$ cat src/rtl/motor_starter_pkg.sv
// constants shared by the motor starter control logic
// assumes a 50 MHz system clock and fieldbus bytes held stable by the bus interface
package motor_starter_pkg;

   // control function selection
   typedef enum logic [1:0]
   {
      overload_relay_mode    = 2'h0,
      direct_starter_mode    = 2'h1,
      reversing_starter_mode = 2'h2
   } ctrl_mode_t;

   // fault output placement
   typedef enum logic [1:0]
   {
      fault_out_none      = 2'h0,
      fault_out_relay_two = 2'h1,
      fault_out_dc_supply = 2'h2
   } fault_out_sel_t;

   // motor run states
   typedef enum logic [1:0]
   {
      motor_off = 2'h0,
      run_fwd   = 2'h1,
      run_rev   = 2'h2
   } run_state_t;

   // command byte 0 bit positions
   localparam int unsigned CMD0_RUN_REV      = 0;
   localparam int unsigned CMD0_OFF          = 1;
   localparam int unsigned CMD0_RUN_FWD      = 2;
   localparam int unsigned CMD0_PREP_EMERG   = 4;
   localparam int unsigned CMD0_AUTO_MODE    = 5;
   localparam int unsigned CMD0_FAULT_RESET  = 6;
   // command byte 1 bit positions
   localparam int unsigned CMD1_DC_SUPPLY    = 4;
   localparam int unsigned CMD1_RELAY_ONE    = 6;
   localparam int unsigned CMD1_RELAY_TWO    = 7;
   // monitoring byte 0 bit positions
   localparam int unsigned MON0_RUN_REV      = 0;
   localparam int unsigned MON0_OFF          = 1;
   localparam int unsigned MON0_RUN_FWD      = 2;
   localparam int unsigned MON0_OVL_WARN     = 3;
   localparam int unsigned MON0_LOCKOUT      = 4;
   localparam int unsigned MON0_LOCAL        = 5;
   localparam int unsigned MON0_SUM_FAULT    = 6;
   localparam int unsigned MON0_SUM_WARN     = 7;
   // monitoring byte 1: inputs five..zero land at bits 7..2
   localparam int unsigned MON1_INPUT_LSB    = 2;

   // reset values
   localparam logic [7:0]  MON_RESET         = 8'h00;
   localparam logic        RELAY_RESET       = 1'b0;

   // timing
   localparam int unsigned CLOCK_NS          = 20;
   localparam int unsigned TICK_NS           = 1000000;   // lockout time unit: 1 ms
   localparam int unsigned TICK_CYCLES       = TICK_NS / CLOCK_NS;
   localparam int unsigned CHECKBACK_MS      = 100;       // contactor feedback window
   localparam int unsigned LOCKOUT_WIDTH     = 16;

endpackage

$ cat src/rtl/motor_starter_control.sv
// control logic for overload relay, direct starter and reversing starter
// assumes fieldbus command bytes and digital inputs are synchronous to clock
//
// What this block does
// - overload mode reports warnings, fault, inputs
// - overload command: fault reset, prepare emergency
// - byte1 drives relay two, dc output
// - direct mode switches contactor on relay zero
// - direct mode: input four start, five stop
// - checkback samples input zero when enabled
// - direct mode fault output selectable
// - direct mode monitoring byte zero layout
// - reversing: relay zero forward, one reverse
// - reversing: inputs three/four start, five stops
// - reversing mode fault output selectable
// - opposite direction needs off and lockout
// - same direction restarts without lockout wait
// - overload mode: relay zero closed until fault
`timescale 1ns/100ps
module motor_starter_control
#(
   parameter int unsigned TICK_CYCLES  = motor_starter_pkg::TICK_CYCLES,
   parameter int unsigned CHECKBACK_MS = motor_starter_pkg::CHECKBACK_MS
)
(
   // clock and reset
   input  wire logic        clock,
   input  wire logic        sys_rst,
   // configuration
   input  wire logic [1:0]  ctrl_mode,
   input  wire logic [1:0]  fault_out_sel,
   input  wire logic        local_start_en,
   input  wire logic        checkback_en,
   input  wire logic [15:0] reverse_lockout_ms,
   // fieldbus cyclic data
   input  wire logic [7:0]  cmd_byte0,
   input  wire logic [7:0]  cmd_byte1,
   output logic      [7:0]  mon_byte0,
   output logic      [7:0]  mon_byte1,
   // protection status
   input  wire logic        overload_trip,
   input  wire logic        overload_warn,
   // field pins
   input  wire logic [5:0]  digital_in,
   output logic             relay_out_zero,
   output logic             relay_out_one,
   output logic             relay_out_two,
   output logic             dc_supply_output,
   output logic             emerg_start_prep
);

   motor_starter_pkg::run_state_t state_ff;
   motor_starter_pkg::run_state_t nxt_state;
   motor_starter_pkg::run_state_t last_dir_ff;
   logic        fault_ff;
   logic [7:0]  cmd0_prev_ff;
   logic [5:0]  din_prev_ff;
   logic [15:0] cb_cnt_ff;
   logic        off_pulse;
   logic        ms_tick;
   logic        lockout_busy;
   logic        is_ovl;
   logic        is_dir;
   logic        is_rev;
   logic        auto_mode;
   logic        req_fwd;
   logic        req_rev;
   logic        req_off;
   logic        reset_edge;
   logic        cb_mismatch;
   logic        cb_fault;
   logic        fault_on_r2;
   logic        fault_on_dc;

   initial
   begin
      if (TICK_CYCLES < 1 || CHECKBACK_MS < 1 || CHECKBACK_MS > 65535)
         $error("motor_starter_control: unsupported parameters");
   end

   assign is_ovl    = (ctrl_mode == motor_starter_pkg::overload_relay_mode);
   assign is_dir    = (ctrl_mode == motor_starter_pkg::direct_starter_mode);
   assign is_rev    = (ctrl_mode == motor_starter_pkg::reversing_starter_mode);
   assign auto_mode = cmd_byte0[motor_starter_pkg::CMD0_AUTO_MODE];

   // edge history for commands and local push buttons
   always_ff @(posedge clock)
   begin
      if (sys_rst)
      begin
         cmd0_prev_ff <= 8'h00;
         din_prev_ff  <= 6'h00;
      end
      else
      begin
         cmd0_prev_ff <= cmd_byte0;
         din_prev_ff  <= digital_in;
      end
   end

   // bus commands act in auto mode, local buttons when enabled and not in auto
   always_comb
   begin
      req_fwd = 1'b0;
      req_rev = 1'b0;
      req_off = 1'b0;
      if (is_dir || is_rev)
      begin
         if (auto_mode)
         begin
            req_fwd = cmd_byte0[motor_starter_pkg::CMD0_RUN_FWD]
                      & ~cmd0_prev_ff[motor_starter_pkg::CMD0_RUN_FWD];
            req_rev = is_rev & cmd_byte0[motor_starter_pkg::CMD0_RUN_REV]
                      & ~cmd0_prev_ff[motor_starter_pkg::CMD0_RUN_REV];
            req_off = cmd_byte0[motor_starter_pkg::CMD0_OFF];
         end
         else if (local_start_en)
         begin
            req_fwd = digital_in[4] & ~din_prev_ff[4];
            req_rev = is_rev & digital_in[3] & ~din_prev_ff[3];
            req_off = digital_in[5];
         end
      end
   end

   // contactor checkback: feedback must follow the run state within the window
   assign cb_mismatch = checkback_en & (is_dir | is_rev)
                        & (digital_in[0] != (state_ff != motor_starter_pkg::motor_off));

   always_ff @(posedge clock)
   begin
      if (sys_rst || !cb_mismatch)
         cb_cnt_ff <= 16'h0;
      else if (ms_tick && !cb_fault)
         cb_cnt_ff <= cb_cnt_ff + 16'h1;
   end

   assign cb_fault = (cb_cnt_ff == 16'(CHECKBACK_MS));

   // latched summary fault; a new cause beats a simultaneous reset
   assign reset_edge = cmd_byte0[motor_starter_pkg::CMD0_FAULT_RESET]
                       & ~cmd0_prev_ff[motor_starter_pkg::CMD0_FAULT_RESET];

   always_ff @(posedge clock)
   begin
      if (sys_rst)
         fault_ff <= 1'b0;
      else if (overload_trip || cb_fault)
         fault_ff <= 1'b1;
      else if (reset_edge)
         fault_ff <= 1'b0;
   end

   // run state; opposite direction only from off with lockout expired
   always_comb
   begin
      nxt_state = state_ff;
      case (state_ff)
         motor_starter_pkg::motor_off:
         begin
            if (req_off)
               nxt_state = state_ff;
            else if (req_fwd && (last_dir_ff == motor_starter_pkg::run_fwd
                                 || !lockout_busy))
               nxt_state = motor_starter_pkg::run_fwd;
            else if (req_rev && (last_dir_ff == motor_starter_pkg::run_rev
                                 || !lockout_busy))
               nxt_state = motor_starter_pkg::run_rev;
         end
         default:
         begin
            if (req_off)
               nxt_state = motor_starter_pkg::motor_off;
         end
      endcase
      // a fault, overload mode, unused mode code or reverse run in direct mode drops the contactors at once
      if (fault_ff || overload_trip || cb_fault || !(is_dir || is_rev)
          || (is_dir && state_ff == motor_starter_pkg::run_rev))
         nxt_state = motor_starter_pkg::motor_off;
   end

   always_ff @(posedge clock)
   begin
      if (sys_rst)
         state_ff <= motor_starter_pkg::motor_off;
      else
         state_ff <= nxt_state;
   end

   // remember direction so a same-way restart skips the lockout
   always_ff @(posedge clock)
   begin
      if (sys_rst)
         last_dir_ff <= motor_starter_pkg::motor_off;
      else if (nxt_state != motor_starter_pkg::motor_off)
         last_dir_ff <= nxt_state;
   end

   assign off_pulse = (state_ff != motor_starter_pkg::motor_off)
                      && (nxt_state == motor_starter_pkg::motor_off);

   reverse_lockout_timer
   #(
      .TICK_CYCLES (TICK_CYCLES),
      .LOCK_WIDTH  (motor_starter_pkg::LOCKOUT_WIDTH)
   )
   u_lockout
   (
      .clock        (clock),
      .sys_rst      (sys_rst),
      .off_pulse    (off_pulse),
      .lockout_ms   (reverse_lockout_ms),
      .ms_tick      (ms_tick),
      .lockout_busy (lockout_busy)
   );

   assign fault_on_r2 = (fault_out_sel == motor_starter_pkg::fault_out_relay_two);
   assign fault_on_dc = (fault_out_sel == motor_starter_pkg::fault_out_dc_supply);

   // relay drivers; forward and reverse come from one state so never overlap
   always_ff @(posedge clock)
   begin
      if (sys_rst)
      begin
         relay_out_zero   <= motor_starter_pkg::RELAY_RESET;
         relay_out_one    <= motor_starter_pkg::RELAY_RESET;
         relay_out_two    <= motor_starter_pkg::RELAY_RESET;
         dc_supply_output <= motor_starter_pkg::RELAY_RESET;
         emerg_start_prep <= 1'b0;
      end
      else
      begin
         if (is_ovl)
         begin
            relay_out_zero <= ~fault_ff;
            relay_out_one  <= fault_ff;
         end
         else
         begin
            relay_out_zero <= (nxt_state == motor_starter_pkg::run_fwd);
            relay_out_one  <= is_rev ? (nxt_state == motor_starter_pkg::run_rev)
                              : cmd_byte1[motor_starter_pkg::CMD1_RELAY_ONE];
         end
         relay_out_two    <= fault_on_r2 ? fault_ff
                             : cmd_byte1[motor_starter_pkg::CMD1_RELAY_TWO];
         dc_supply_output <= fault_on_dc ? fault_ff
                             : cmd_byte1[motor_starter_pkg::CMD1_DC_SUPPLY];
         emerg_start_prep <= cmd_byte0[motor_starter_pkg::CMD0_PREP_EMERG];
      end
   end

   // cyclic monitoring bytes
   always_ff @(posedge clock)
   begin
      if (sys_rst)
      begin
         mon_byte0 <= motor_starter_pkg::MON_RESET;
         mon_byte1 <= motor_starter_pkg::MON_RESET;
      end
      else
      begin
         mon_byte0 <= 8'h00;
         mon_byte0[motor_starter_pkg::MON0_SUM_WARN]  <= overload_warn;
         mon_byte0[motor_starter_pkg::MON0_SUM_FAULT] <= fault_ff;
         mon_byte0[motor_starter_pkg::MON0_OVL_WARN]  <= overload_warn;
         if (!is_ovl)
         begin
            mon_byte0[motor_starter_pkg::MON0_LOCAL]   <= ~auto_mode;
            mon_byte0[motor_starter_pkg::MON0_RUN_FWD] <=
               (state_ff == motor_starter_pkg::run_fwd);
            mon_byte0[motor_starter_pkg::MON0_OFF]     <=
               (state_ff == motor_starter_pkg::motor_off);
         end
         if (is_rev)
         begin
            mon_byte0[motor_starter_pkg::MON0_LOCKOUT] <= lockout_busy;
            mon_byte0[motor_starter_pkg::MON0_RUN_REV] <=
               (state_ff == motor_starter_pkg::run_rev);
         end
         mon_byte1 <= {digital_in, 2'b00};
      end
   end
endmodule

$ cat src/rtl/reverse_lockout_timer.sv
// millisecond tick and reverse lockout countdown
// assumes off_pulse is one cycle wide when the motor leaves a run state
`timescale 1ns/100ps
module reverse_lockout_timer
#(
   parameter int unsigned TICK_CYCLES = motor_starter_pkg::TICK_CYCLES,
   parameter int unsigned LOCK_WIDTH  = motor_starter_pkg::LOCKOUT_WIDTH
)
(
   // clock and reset
   input  wire logic                  clock,
   input  wire logic                  sys_rst,
   // control
   input  wire logic                  off_pulse,
   input  wire logic [LOCK_WIDTH-1:0] lockout_ms,
   // status
   output logic                       ms_tick,
   output logic                       lockout_busy
);

   logic [31:0]           tick_cnt_ff;
   logic [LOCK_WIDTH-1:0] lock_cnt_ff;

   initial
   begin
      if (TICK_CYCLES < 1 || LOCK_WIDTH < 1 || LOCK_WIDTH > 31)
         $error("reverse_lockout_timer: unsupported parameters");
   end

   // free running millisecond prescaler
   always_ff @(posedge clock)
   begin
      if (sys_rst || tick_cnt_ff == 32'(TICK_CYCLES - 1))
         tick_cnt_ff <= 32'h0;
      else
         tick_cnt_ff <= tick_cnt_ff + 32'h1;
   end

   assign ms_tick = (tick_cnt_ff == 32'(TICK_CYCLES - 1));

   // restart on every switch-off; a running count is not extended by ticks
   always_ff @(posedge clock)
   begin
      if (sys_rst)
         lock_cnt_ff <= '0;
      else if (off_pulse)
         lock_cnt_ff <= lockout_ms;
      else if (ms_tick && lock_cnt_ff != '0)
         lock_cnt_ff <= lock_cnt_ff - 1'b1;
   end

   assign lockout_busy = (lock_cnt_ff != '0);

endmodule

$ cat config.mk
export PLATFORM = sky130hd
export DESIGN_NAME = motor_starter_control
export DESIGN_NICKNAME = d
export VERILOG_FILES = /design/src/rtl/motor_starter_pkg.sv /design/src/rtl/motor_starter_control.sv /design/src/rtl/reverse_lockout_timer.sv
export SDC_FILE = /design/constraint.sdc
export NUM_CORES = 1
export LEC_CHECK = 0
export BUFFER_PORTS_ARGS = -buffer_cell sky130_fd_sc_hd__buf_4
export CAP_MARGIN = 10
export CELL_PAD_IN_SITES_DETAIL_PLACEMENT = 1
export CELL_PAD_IN_SITES_GLOBAL_PLACEMENT = 1
export CORE_MARGIN = 2
export CORE_UTILIZATION = 46
export CTS_CLUSTER_SIZE = 25
export DETAILED_ROUTE_END_ITERATION = 12
export GPL_TIMING_DRIVEN = 0
export PLACE_DENSITY_LB_ADDON = 0.12
export SYNTH_ARGS = -nofsm -noshare
export SYNTH_HDL_FRONTEND = slang
export SYNTH_SLANG_ARGS = --single-unit
$ cat constraint.sdc
create_clock -name clock -period 5.5 [get_ports clock]
set_input_delay 1.1 -clock clock [delete_from_list [all_inputs] [get_ports clock]]
set_output_delay 1.1 -clock clock [all_outputs]
set_load 0.01 [all_outputs]
== Word-level counts from Yosys, hierarchy flattened ==
Cells that the tools add are included.
Word-level totals
  memories: 0
  input port bits: 48
  bits in registers: 97
  RAM bits: 0
  word-level logic and storage cells: 105
  memory bits (read-only): 0
  output and inout port bits: 21
  latch bits: 0
Cells by class
  shifts and indexed selects: 0
  reduce and logical (&&, ||, !) cells: 30
  divide/modulo/power cells: 0
  multipliers: 0
  muxes and demuxes: 24
  equal/unequal tests: 13
  bitwise operators: 18
  add/subtract/negate cells: 3
  $lt $le $gt $ge: 0
Operators by type and width (count)
  $add A32 B1 Y32 const B: 1
  $eq A32 B16 Y1 const B: 1
  $mux W16: 2
  $add A16 B1 Y16 const B: 1
  $eq A16 B7 Y1 const B: 1
  $mux W1: 16
  $reduce_bool A16 Y1: 1
  $sub A16 B1 Y16 const B: 1
  $mux W2: 6
  $eq A2 B1 Y1 const B: 5
  $eq A2 B2 Y1 const B: 5
  $logic_or A1 B1 Y1: 10
  $and A1 B1 Y1: 9
  $not A1 Y1: 8
  $reduce_bool A2 Y1: 4
  $logic_and A1 B1 Y1: 6
  $logic_not A2 Y1: 3
  $logic_not A1 Y1: 4
  $reduce_or A2 Y1: 2
  $ne A1 B1 Y1: 1
  $or A1 B1 Y1: 1

== Logic depth before layout (Yosys ltp) ==
Gate-level depths: netlist of the first run.
  depth in word-level cells: 15
  mapped depth: 8
  mapped depth without buffers: 7

== Hierarchy ==
From an unflattened synthesis of the first run, not the netlist that was laid out.
Second synthesis, totals
  cell total of the unflattened synthesis: 494
  area, all modules: 4410.5 µm²
Modules (own cells, without submodules)
  reverse_lockout_timer: area an instance 2513.7 µm², instances 1, seq. area each 960.9 µm², cells each 290
  motor_starter_control: area an instance 1896.8 µm², instances 1, seq. area each 840.8 µm², cells each 204

== Worst setup path before layout of the first run ==
OpenSTA, ideal clock, no wires.
  path kind: input to register
  from: input port ctrl_mode[0]
  to: register u_lockout.lock_cnt_ff[11]
  stages on the path: 8
  library setup time: 0.091 ns
  required time: 5.409 ns
  setup slack: 2.588 ns
  arrival time: 2.821 ns
  path buffers: 1
  path through: inv_1 ha_1 and4b_1 a31oi_1 a31o_2 clkbuf_1 nor2_1 a311oi_1
Between the ends
  longest elaborated chain between the ends: 15
  elaborated cells on any way between the ends: 28
  classes of those cells: eq/ne: 2; mux: 12; bitwise: 4; reduce/logical: 10
RTL lines
  start: declaration: line motor_starter_control.sv:30  | input wire logic [1:0] ctrl_mode,
  $eq A2 B2 Y1: line motor_starter_control.sv:83  | assign is_rev = (ctrl_mode == motor_starter_pkg::reversing_starter_mode);
  $and A1 B1 Y1 (2 in a row): line motor_starter_control.sv:120  | req_rev = is_rev & digital_in[3] & ~din_prev_ff[3];
  $mux W1: line motor_starter_control.sv:117  | else if (local_start_en)
  $mux W1: line motor_starter_control.sv:109  | if (auto_mode)
  $mux W1: line motor_starter_control.sv:107  | if (is_dir || is_rev)
  $logic_and A1 B1 Y1: line motor_starter_control.sv:166  | else if (req_rev && (last_dir_ff == motor_starter_pkg::run_rev
  $mux W2: line motor_starter_control.sv:166
  $mux W2: line motor_starter_control.sv:163  | else if (req_fwd && (last_dir_ff == motor_starter_pkg::run_fwd
  $mux W2: line motor_starter_control.sv:161  | if (req_off)
  $mux W2: line motor_starter_control.sv:158  | case (state_ff)
  $mux W2 *: line motor_starter_control.sv:177  | if (fault_ff || overload_trip || cb_fault || !(is_dir || is_rev)
  $logic_not A2 Y1 *: line motor_starter_control.sv:200  | && (nxt_state == motor_starter_pkg::motor_off);
  $logic_and A1 B1 Y1 *: line motor_starter_control.sv:200
  $mux W16 or $reduce_bool A2 Y1 (tied branches)
  end signal: assignment: line reverse_lockout_timer.sv:47  | lock_cnt_ff <= lockout_ms;
  end signal: assignment: line reverse_lockout_timer.sv:49  | lock_cnt_ff <= lock_cnt_ff - 1'b1;
  end: declaration: line reverse_lockout_timer.sv:22  | logic [LOCK_WIDTH-1:0] lock_cnt_ff;
Mark *: on every way between the ends. The rest lies on a longest branch, timed or not.
A chain may end at the register's enable or synchronous reset.

== Worst setup path in the final report of the first run ==
  from: input port ctrl_mode[0]
  to: register u_lockout.lock_cnt_ff[12]
Same word-level chain as after synthesis.

==> summary.md, run 1 <==
| Metric | Value |
|---|---|
| Run status | finished, final reports clean |
| Final Total Pwr | 1.32 mW |
| DP HPWL | 9340 um |
| Clk root buf | clkbuf_8 |
| CORE AREA | 9330 um2 |
| H-tree lvl count | 3 |
| Syn. warnings | 0 |
| Hold_buf cts | 0 |
| Clock skew | 0.0208 ns |
| Share of post-route cells with drive strength above 1 | 15.0% |
| Pint | 1.00 mW |
| Critical Path Start | ctrl_mode[0] |
| Startpoint Class | primary input |
| Setup repair after global routing missed its margin | no |
| Worst path required time | 5.77 ns |
| Routed Antenna Nets | 0 |
| Max VDD drop | 0.151 mV |
| Clk Latency, worst-skew pair | 0.37 ns |
| CTS tree | yes |
| Hold Fails Final Rpt | 0 |
| Power Density | 249 nW/um2 |
| Vias per cell | 5.91 |
| Gate Count Post-Synth | 519 |
| Initial DRC count | 109 |
| Max incr delay on CP | 0.52 ns |
| Post-DR wirelength/cell | 17.8 um |
| Synth Cell Area | 4450 um2 |
| Fmax | 0.304 GHz |
| Max cap viols | 0 |
| Layout area overhead | 18.7% |
| CTS buffer count | 9 |
| Yosys top cell area share | 40.4% |
| Post-layout nets | 645 |
| Synthesized flop and latch total | 90 |
| Row Count | 35 |
| Share of power burned in registers | 50.9% |
| Crit path DAT | 3.56 ns |
| Post-synth EDFFs | 0 |
| Vias in the first global route | 4,390 |
| CP max stage cell | a31oi_1 |
| Final Cycle Share | 59.8% |
| Die W | 102 um |
| # port buffers | 58 |
| DRT Pass-1 Iters | 4 |
| Vias | 4,274 |
| Die height | 102 um |
| Post-route setup TNS | 0 ns |
| CP Cell Sequence | buf_4 > inv_1 > ha_1 > and4b_1 > a31oi_1 > a31o_2 > clkbuf_1 > nor2_1 > a311oi_1 |
| Max_slew headroom | 31.3% |
| Setup Fix Bufs, Post-CTS | 0 |
| Top Ports | 69 |
| Post-CTS resize count | 0 |
| Die area | 10,500 um2 |
| Critical path buffers and inverters | 3 |
| Global-route usage over all layers | 25.3% |
| Slew Limit Fails | 0 |
| Endpoints failing setup | 0 |
| WS Path Type | in -> reg |
| Area contributors post-synth | dfxtp_1 40%, xnor2_1 6.7%, nor2_1 6.2% |
| Sequential area share after synthesis | 40.4% |
| Final GP Congestion | 0.853 |
| Combinational Power Share | 8.7% |
| Syn avg cell area | 8.58 um2 |
| Ys async rst share | 0% |
| Clock Path Buffers | 2 |
| WL final | 12,800 um |
| Hold Startpoint | u_lockout.tick_cnt_ff[0] |
| Area leader, netlist | dfxtp_1 |
| Worst slew pin tran | 1.02 ns |
| Top delay family on crit path | compound AO/OA/AOI/OAI gates |
| Synth Flop Type | dfxtp_1 |
| Antenna diode count | 0 |
| Aggregate global routing overflow | 0 |
| Leak pwr | 1.92 nW |
| Largest net degree at the start of global routing | 16 |
| Crit. End Element | flop |
| CTS Sinks | 90 |
| Clk pwr share | 40.4% |
| Sw frac | 24.0% |
| First-pass GRT wire length | 21,000 um |
| Initial Util | 47.8% |
| # DRC | 0 |
| Post-synthesis cell type count | 57 |
| Worst R2R Start | u_lockout.tick_cnt_ff[15] |
| Initial antenna violation count | 0 |
| Net Sw Power | 0.317 mW |
| Hold WC Path Type | reg -> reg |
| CP max FO | 10 |
| Clk slew on worst S/H paths | 0.10 ns |
| Final min period | 3.29 ns |
[synth_stat cells, drive strengths merged (3+ instances only)]
master / instances
a211oi: 5
a21oi: 10
and2: 3
nand2b: 7
inv: 17
dfxtp: 90
ha: 8
nor4bb: 4
nor4b: 8
nor2b: 14
buf: 7
nor3: 14
nand2: 24
and4: 9
o22ai: 3
nor2: 74
nor4: 28
clkbuf: 21
o21ai: 13
o31ai: 6
xnor2: 34
and3: 9
o41ai: 4
nand4: 19
or4: 9
xor2: 3
a311oi: 12
mux2i: 6
or3: 12
nand3: 20
[through the flow]
step / utilization (%) / instances / cell area, um2 / hold slack, ns / setup slack [ns]
after floorplan: - / 520 / 4460 / 0.413 / 2.59
after global placement: 54.2 / 707 / 5050 / 0.425 / 1.95
after detailed placement: 54.2 / 707 / 5050 / 0.442 / 1.88
after CTS: 56.7 / 723 / 5290 / 0.456 / 2.23
after global routing: 56.7 / 723 / 5290 / 0.490 / 2.10
final: 56.7 / 723 / 5290 / 0.443 / 2.21
[power groups by stage]
| stage | logic (mW) | clock network [mW] | registers (mW) |
|---|---|---|---|
| 2_1_floorplan | 0.0583 | 0 | 0.686 |
| 3_3_place_gp | 0.110 | 0 | 0.684 |
| 3_5_place_dp | 0.114 | 0 | 0.685 |
| 4_1_cts | 0.115 | 0.537 | 0.670 |
| 5_1_grt | 0.126 | 0.565 | 0.671 |
| 6_report | 0.115 | 0.532 | 0.670 |
[placed cells by master (no fill, tap or decap), types with 4 or more instances in the layout]
| master | n |
|---|---|
| a211oi_1 | 5 |
| a21oi_1 | 10 |
| a311oi_1 | 12 |
| and3_1 | 9 |
| and4_1 | 9 |
| buf_4 | 61 |
| clkbuf_1 | 21 |
| clkbuf_8 | 11 |
| dfxtp_1 | 90 |
| ha_1 | 8 |
| inv_1 | 17 |
| mux2i_1 | 6 |
| nand2_1 | 24 |
| nand2b_1 | 7 |
| nand3_1 | 20 |
| nand4_1 | 19 |
| nor2_1 | 74 |
| nor2b_1 | 14 |
| nor3_1 | 14 |
| nor4_1 | 27 |
| nor4b_1 | 8 |
| nor4bb_1 | 4 |
| o21ai_0 | 13 |
| o31ai_1 | 6 |
| or3_1 | 11 |
| or4_1 | 9 |
| xnor2_1 | 34 |
[path summary, 6_finish.rpt]
path                                to  cells after the start  slack, ns
max reg2reg  u_lockout.lock_cnt_ff[15]                      6       2.77
min reg2reg   u_lockout.tick_cnt_ff[0]                      1       0.44
max          u_lockout.lock_cnt_ff[12]                      9       2.21
min           u_lockout.tick_cnt_ff[0]                      1       0.44
[sequential cells by signal (all words and copies together) (netlist names)]
signal and flops:
relay_out_one 1, last_dir_ff 2, relay_out_two 1, dc_supply_output 1
u_lockout.tick_cnt_ff 32, u_lockout.lock_cnt_ff 16, mon_byte0 7, mon_byte1 6
cb_cnt_ff 16, state_ff 2, fault_ff 1, relay_out_zero 1
cmd0_prev_ff 4
[routing by layer]
| metal | vias up | global-route usage (%) | wire (um) |
|---|---|---|---|
| li1 | 2039 | - | - |
| met1 | 2105 | 31.8 | 5560 |
| met2 | 113 | 44.4 | 6460 |
| met3 | 17 | 4.10 | 597 |
| met4 | 0 | 8.21 | 226 |
| met5 | - | 0 | 0 |
[cell type report]
type	instances	area, um2
inverters	17	63.8
clock inverters	5	82.6
fillers	1176	4040
flip-flops and latches	90	1800
multi-input cells	385	2470
plain buffers	28	125
repair buffers	58	435
well taps	129	161
clock buffers	11	151
[logic make-up (layout without fill, tap and decap cells)]
family	count (synthesis)	count (layout)	share of synthesized area (%)
compound gates	69	69	11.4
other cells	1	2	0.0842
flops	90	90	40.4
fa+ha+maj	8	8	2.25
buf+inv	45	119	4.24
xor+xnor	37	37	7.28
mux	6	6	1.35
simple gates	263	263	32.9
No activity file was read; power rests on OpenSTA's default activity.
==> run 2, diff against run 1 <==
- CORE_UTILIZATION: 46 -> 38
- clock period: 5.5 -> 2.92 ns (I/O delays scaled with it)
==> summary.md, run 2 (same netlist as run 1, synthesis figures left out) <==
| Metric | Value |
|---|---|
| Layout area overhead | 20.9% |
| WS Path Type | reg -> reg |
| Largest net degree at the start of global routing | 15 (-1) |
| WL final | 12,400 um (-3.5%) |
| Fin util | 47.2% (-9.5 points) |
| Fmax | 0.376 GHz |
| Top flop regs | u_lockout.tick_cnt_ff: 32 flops, cb_cnt_ff: 16 flops, u_lockout.lock_cnt_ff: 16 flops |
| Max reg flops | 32 (unchanged) |
| Final GP Congestion | 0.813 (-4.7%) |
| Crit path DAT | 2.92 ns (-0.64 ns) |
| H-tree lvl count | 3 (unchanged) |
| Final Cycle Share | 91.1% |
| Slew Limit Fails | 0 (unchanged) |
| Global-route usage over all layers | 19.9% (-5.4 points) |
| Initial DRC count | 116 (+6.4%) |
| Clk pwr share | 44.9% (+4.5 points) |
| Initial antenna violation count | 0 (unchanged) |
| Top Ports | 69 (unchanged) |
| Vias | 4,129 (-3.4%) |
| Vias per cell | 5.60 (-5.2%) |
| CTS Sinks | 90 (unchanged) |
| Die height | 112 um (+9.6%) |
| Biggest register | u_lockout.tick_cnt_ff |
| Clk root buf | clkbuf_16 |
| Die W | 112 um (+9.6%) |
| Hold depth | 1 (unchanged) |
| Hold WC Path Type | reg -> reg |
| DP HPWL | 9210 um (-1.4%) |
| Worst path required time | 3.18 ns (-2.59 ns) |
| Endpoints failing setup | 0 (unchanged) |
| Post-DR wirelength/cell | 16.8 um (-5.3%) |
| Setup Fix Bufs, Post-CTS | 0 (unchanged) |
| Clock skew | 0.00536 ns (-0.0154 ns) |
| Clk slew on worst S/H paths | 0.06 ns (-0.04 ns) |
| Placed Area | 5070 um2 (+0.35%) |
| Net Sw Power | 0.617 mW (+95%) |
| # port buffers | 58 (unchanged) |
| Max VDD drop | 0.257 mV (+70%) |
| Worst slew pin tran | 1.00 ns (-0.0107 ns) |
| Final Total Pwr | 2.68 mW (+100%) |
| Leak pwr | 1.95 nW (+1.7%) |
| Row Count | 39 (+11%) |
| Clock Path Buffers | 2 (unchanged) |
| Post-layout nets | 645 (unchanged) |
| Power Density | 498 nW/um2 (+100%) |
| CTS tree | yes |
| Post-CTS resize count | 0 (unchanged) |
| Combinational Power Share | 7.9% (-0.8 points) |
| CORE AREA | 11,400 um2 (+22%) |
| Max_slew headroom | 32.1% (+0.72 points) |
| Clk Latency, worst-skew pair | 0.34 ns (-0.03 ns) |
| Reg2reg path depth | 6 (unchanged) |
| First-pass GRT wire length | 20,400 um (-2.8%) |
| Crit. End Element | flop |
| Aggregate global routing overflow | 0 (unchanged) |
| Hold WS | 0.447 ns (+0.00402 ns) |
| Pint | 2.06 mW (+110%) |
| Initial Util | 39.0% (-8.7 points) |
| Share of power burned in registers | 47.1% (-3.8 points) |
| Commonest non-fill, non-tap cell in the layout | dfxtp_1 |
| Hold_buf cts | 0 (unchanged) |
| Fin area | 5380 um2 (+1.8%) |
| Vias in the first global route | 4,099 (-6.6%) |
| Setup repair after global routing missed its margin | no |
| Antenna diode count | 0 (unchanged) |
| Hold Fails Final Rpt | 0 (unchanged) |
| Share of post-route cells with drive strength above 1 | 15.0% (unchanged) |
| Most frequent cells in the layout | 90 x dfxtp_1, 74 x nor2_1, 61 x buf_4, 34 x xnor2_1, 27 x nor4_1 |
| Sw frac | 23.0% (-1.0 points) |
| # DRC | 0 (unchanged) |
| Routed Antenna Nets | 0 (unchanged) |
| Post-route setup TNS | 0 ns (unchanged) |
| Final min period | 2.66 ns |
| CTS buffer count | 9 (unchanged) |
| Max cap viols | 0 (unchanged) |
| Die area | 12,600 um2 (+20%) |
| Startpoint Class | flop |
| Run status | finished, final reports clean |
| DRT Pass-1 Iters | 4 (unchanged) |
| CP max FO | 8 (-2) |
-- run 2: cell types whose count changed in the layout (fill, tap and decap cells not counted), sizes merged --
cell / previous run / this run
inv: 19 / 18
clkinv: 1 / 2
bufinv: 2 / 1
clkbuf: 32 / 33
-- run 2: stage by stage --
step                      setup WS [ns]  instances
after floorplan                   0.524        520
after global placement           -0.113        721
after detailed placement         -0.172        721
after CTS                         0.164        737
after global routing             0.0642        737
final                             0.259        737
-- run 2: critical path, stage by stage, from the launching register on --
cell and delay [ns]:
dfxtp_1 0.36, nor4_1 0.46, and4_1 0.27, clkbuf_1 0.30
nand3_1 0.36, or4_1 0.56, a311oi_1 0.26
-- run 2: area by class of cell --
cell class                      count  area [um2]
Clock inverter                      4        48.8
Multi-Input combinational cell    385        2470
Fill cell                        1393        6030
Inverter                           17        63.8
Tap cell                          143         179
Timing Repair Buffer               58         435
Sequential cell                    90        1800
Buffer                             28         125
Clock buffer                       12         256
-- run 2: path summary, 6_finish.rpt --
check | startpoint | slack, ns | endpoint
setup / recovery | u_lockout.tick_cnt_ff[19] | 0.26 | u_lockout.lock_cnt_ff[15]
hold / removal | u_lockout.tick_cnt_ff[0] | 0.45 | u_lockout.tick_cnt_ff[0]
setup reg to reg | u_lockout.tick_cnt_ff[19] | 0.26 | u_lockout.lock_cnt_ff[15]
hold reg to reg | u_lockout.tick_cnt_ff[0] | 0.45 | u_lockout.tick_cnt_ff[0]
-- run 2: power by group through the flow --
stage | Sequential [mW] | Clock (mW) | Combinational [mW]
floorplan | 1.29 | 0 | 0.110
global placement | 1.29 | 0 | 0.209
detailed placement | 1.29 | 0 | 0.214
CTS | 1.26 | 1.24 | 0.215
global route | 1.26 | 1.29 | 0.235
finish | 1.26 | 1.20 | 0.213
-- run 2: per-layer routing --
| metal | routed length [um] | vias up | track usage (%) | part of all wire [%] |
|---|---|---|---|---|
| li1 | - | 2039 | - | - |
| met1 | 5730 | 2024 | 25.6 | 46 |
| met2 | 6100 | 50 | 34.0 | 49 |
| met3 | 334 | 16 | 2.86 | 2.7 |
| met4 | 230 | 0 | 7.72 | 1.9 |
| met5 | 0 | - | 0 | 0 |
==> run 3, diff against run 2 <==
- CELL_PAD_IN_SITES_DETAIL_PLACEMENT: 1 -> default
- CELL_PAD_IN_SITES_GLOBAL_PLACEMENT: 1 -> default
- CORE_UTILIZATION: 38 -> 51
- CTS_CLUSTER_SIZE: 25 -> default
==> summary.md, run 3 (same netlist as run 1, synthesis figures left out) <==
| Metric | Value |
|---|---|
| Run status | finished, final reports clean |
| Hold WS | 0.428 ns (-0.0188 ns) |
| Placed Area | 5030 um2 (-0.86%) |
| Die height | 97.5 um (-13%) |
| CTS Sinks | 90 (unchanged) |
| First-pass GRT wire length | 17,500 um (-14%) |
| Clk Latency, worst-skew pair | 0.36 ns (+0.02 ns) |
| Clk root buf | clkbuf_8 |
| Fin area | 5280 um2 (-2.0%) |
| Hold Fails Final Rpt | 0 (unchanged) |
| Worst path required time | 3.19 ns (about the same) |
| WS Path Type | reg -> reg |
| DP HPWL | 7530 um (-18%) |
| DRT Pass-1 Iters | 5 (+1) |
| Top Ports | 69 (unchanged) |
| Hold_buf cts | 0 (unchanged) |
| # port buffers | 58 (unchanged) |
| Setup Fix Bufs, Post-CTS | 0 (unchanged) |
| Fmax | 0.376 GHz (+0.12%) |
| Max reg flops | 32 (unchanged) |
| Largest net degree at the start of global routing | 17 (+2) |
| Startpoint Class | flop |
| Final min period | 2.66 ns (-0.00326 ns) |
| Commonest non-fill, non-tap cell in the layout | dfxtp_1 |
| CTS buffer count | 9 (unchanged) |
| R2R Setup Slk | 0.26 ns (about the same) |
| Max VDD drop | 0.252 mV (-1.9%) |
| Layout area overhead | 18.5% |
| Max cap viols | 0 (unchanged) |
| Endpoints failing setup | 0 (unchanged) |
| H-tree lvl count | 3 (unchanged) |
| Slew Limit Fails | 0 (unchanged) |
| Top flop regs | u_lockout.tick_cnt_ff: 32 flops, cb_cnt_ff: 16 flops, u_lockout.lock_cnt_ff: 16 flops |
| Post-DR wirelength/cell | 14.8 um (-12%) |
| Post-layout nets | 645 (unchanged) |
| Hold WC Path Type | in -> reg |
| Crit path DAT | 2.93 ns (about the same) |
| Biggest register | u_lockout.tick_cnt_ff |
| CORE AREA | 8590 um2 (-25%) |
| Vias per cell | 5.77 (+3.0%) |
| Global-route usage over all layers | 21.8% (+1.9 points) |
| Die W | 97.5 um (-13%) |
| Clk slew on worst S/H paths | 0.10 ns (+0.04 ns) |
| Setup repair after global routing missed its margin | no |
| Leak pwr | 1.92 nW (-1.6%) |
| Die area | 9500 um2 (-25%) |
| Vias | 4,049 (-1.9%) |
| Routed Antenna Nets | 0 (unchanged) |
| Initial DRC count | 119 (+2.6%) |
| Post-CTS resize count | 0 (unchanged) |
| Row Count | 34 (-13%) |
| Max_slew headroom | 22.8% (-9.2 points) |
| # DRC | 0 (unchanged) |
| Initial Util | 51.8% (+13 points) |
| Antenna diode count | 0 (unchanged) |
| Vias in the first global route | 3,758 (-8.3%) |
| Power Density | 478 nW/um2 (-4.0%) |
| Initial antenna violation count | 0 (unchanged) |
| Final GP Congestion | 0.849 (+4.4%) |
| Crit. End Element | flop |
| Clock skew | 0.0100 ns (+0.00464 ns) |
| Clock Path Buffers | 2 (unchanged) |
| CTS tree | yes |
| CP max FO | 8 (unchanged) |
| Share of post-route cells with drive strength above 1 | 15.0% (unchanged) |
| WL final | 10,400 um (-16%) |
| Most frequent cells in the layout | 90 x dfxtp_1, 74 x nor2_1, 61 x buf_4, 34 x xnor2_1, 27 x nor4_1 |
| Aggregate global routing overflow | 0 (unchanged) |
| Worst slew pin tran | 1.14 ns (+0.137 ns) |
| Final Cycle Share | 91.0% (-0.11 points) |
-- run 3: cell count changes in the layout (fill, tap and decap cells not counted) --
cell        previous run  this run
inv_6                  1         0
clkbuf_16              9         0
clkinv_4               0         2
clkbuf_1              22        21
a31oi_2                1         0
clkinv_2               2         0
clkinvlp_4             0         1
bufinv_16              1         3
inv_8                  0         1
clkbuf_8               2         9
a31oi_1                1         2
-- run 3: per-stage QoR --
step                setup slack [ns]  power (mW)  setup TNS [ns]  std cells  util (%)
global placement             -0.0150        1.49         -0.0150        686      58.5
finish                         0.263        2.52               0        702      61.4
detailed placement           -0.0717        1.50          -0.203        686      58.5
global route                  0.0586        2.61               0        702      61.4
CTS                            0.275        2.53               0        702      61.4
floorplan                      0.524        1.40               0        520         -
-- run 3: cell type report --
class                           instances  area, um2
Inverter                               17       63.8
Buffer                                 28        125
Multi-Input combinational cell        385       2470
Timing Repair Buffer                   58        435
Clock buffer                            9        124
Tap cell                              108        135
Clock inverter                          7        126
Sequential cell                        90       1800
Fill cell                             763       3310
-- run 3: where the power goes --
group	switching [mW]	total (mW)	internal (mW)
registers	0.0121	1.26	1.25
clock network	0.477	1.05	0.577
logic	0.107	0.208	0.102
-- run 3: worst max-delay path, stage by stage, from the launching register on --
cell and delay (ns):
dfxtp_1 0.46, nor4bb_1 0.41, and4_1 0.25, clkbuf_1 0.29, nand3_1 0.35, or4_1 0.55
a311oi_1 0.27
-- run 3: layer usage --
layer,global-route usage [%],part of all wire [%],up-vias
met5,0,0,-
met4,7.91,1.5,0
met3,3.60,4.3,14
met2,35.3,47,96
met1,29.5,47,1889
li1,-,-,2050
-- run 3: path summary, 6_finish.rpt --
path | endpoint | depth (start not counted) | from
setup / recovery | u_lockout.lock_cnt_ff[15] | 6 | u_lockout.tick_cnt_ff[15]
hold / removal | mon_byte0[5] | 2 | cmd_byte0[5]
setup reg to reg | u_lockout.lock_cnt_ff[15] | 6 | u_lockout.tick_cnt_ff[15]
hold reg to reg | u_lockout.tick_cnt_ff[0] | 1 | u_lockout.tick_cnt_ff[0]
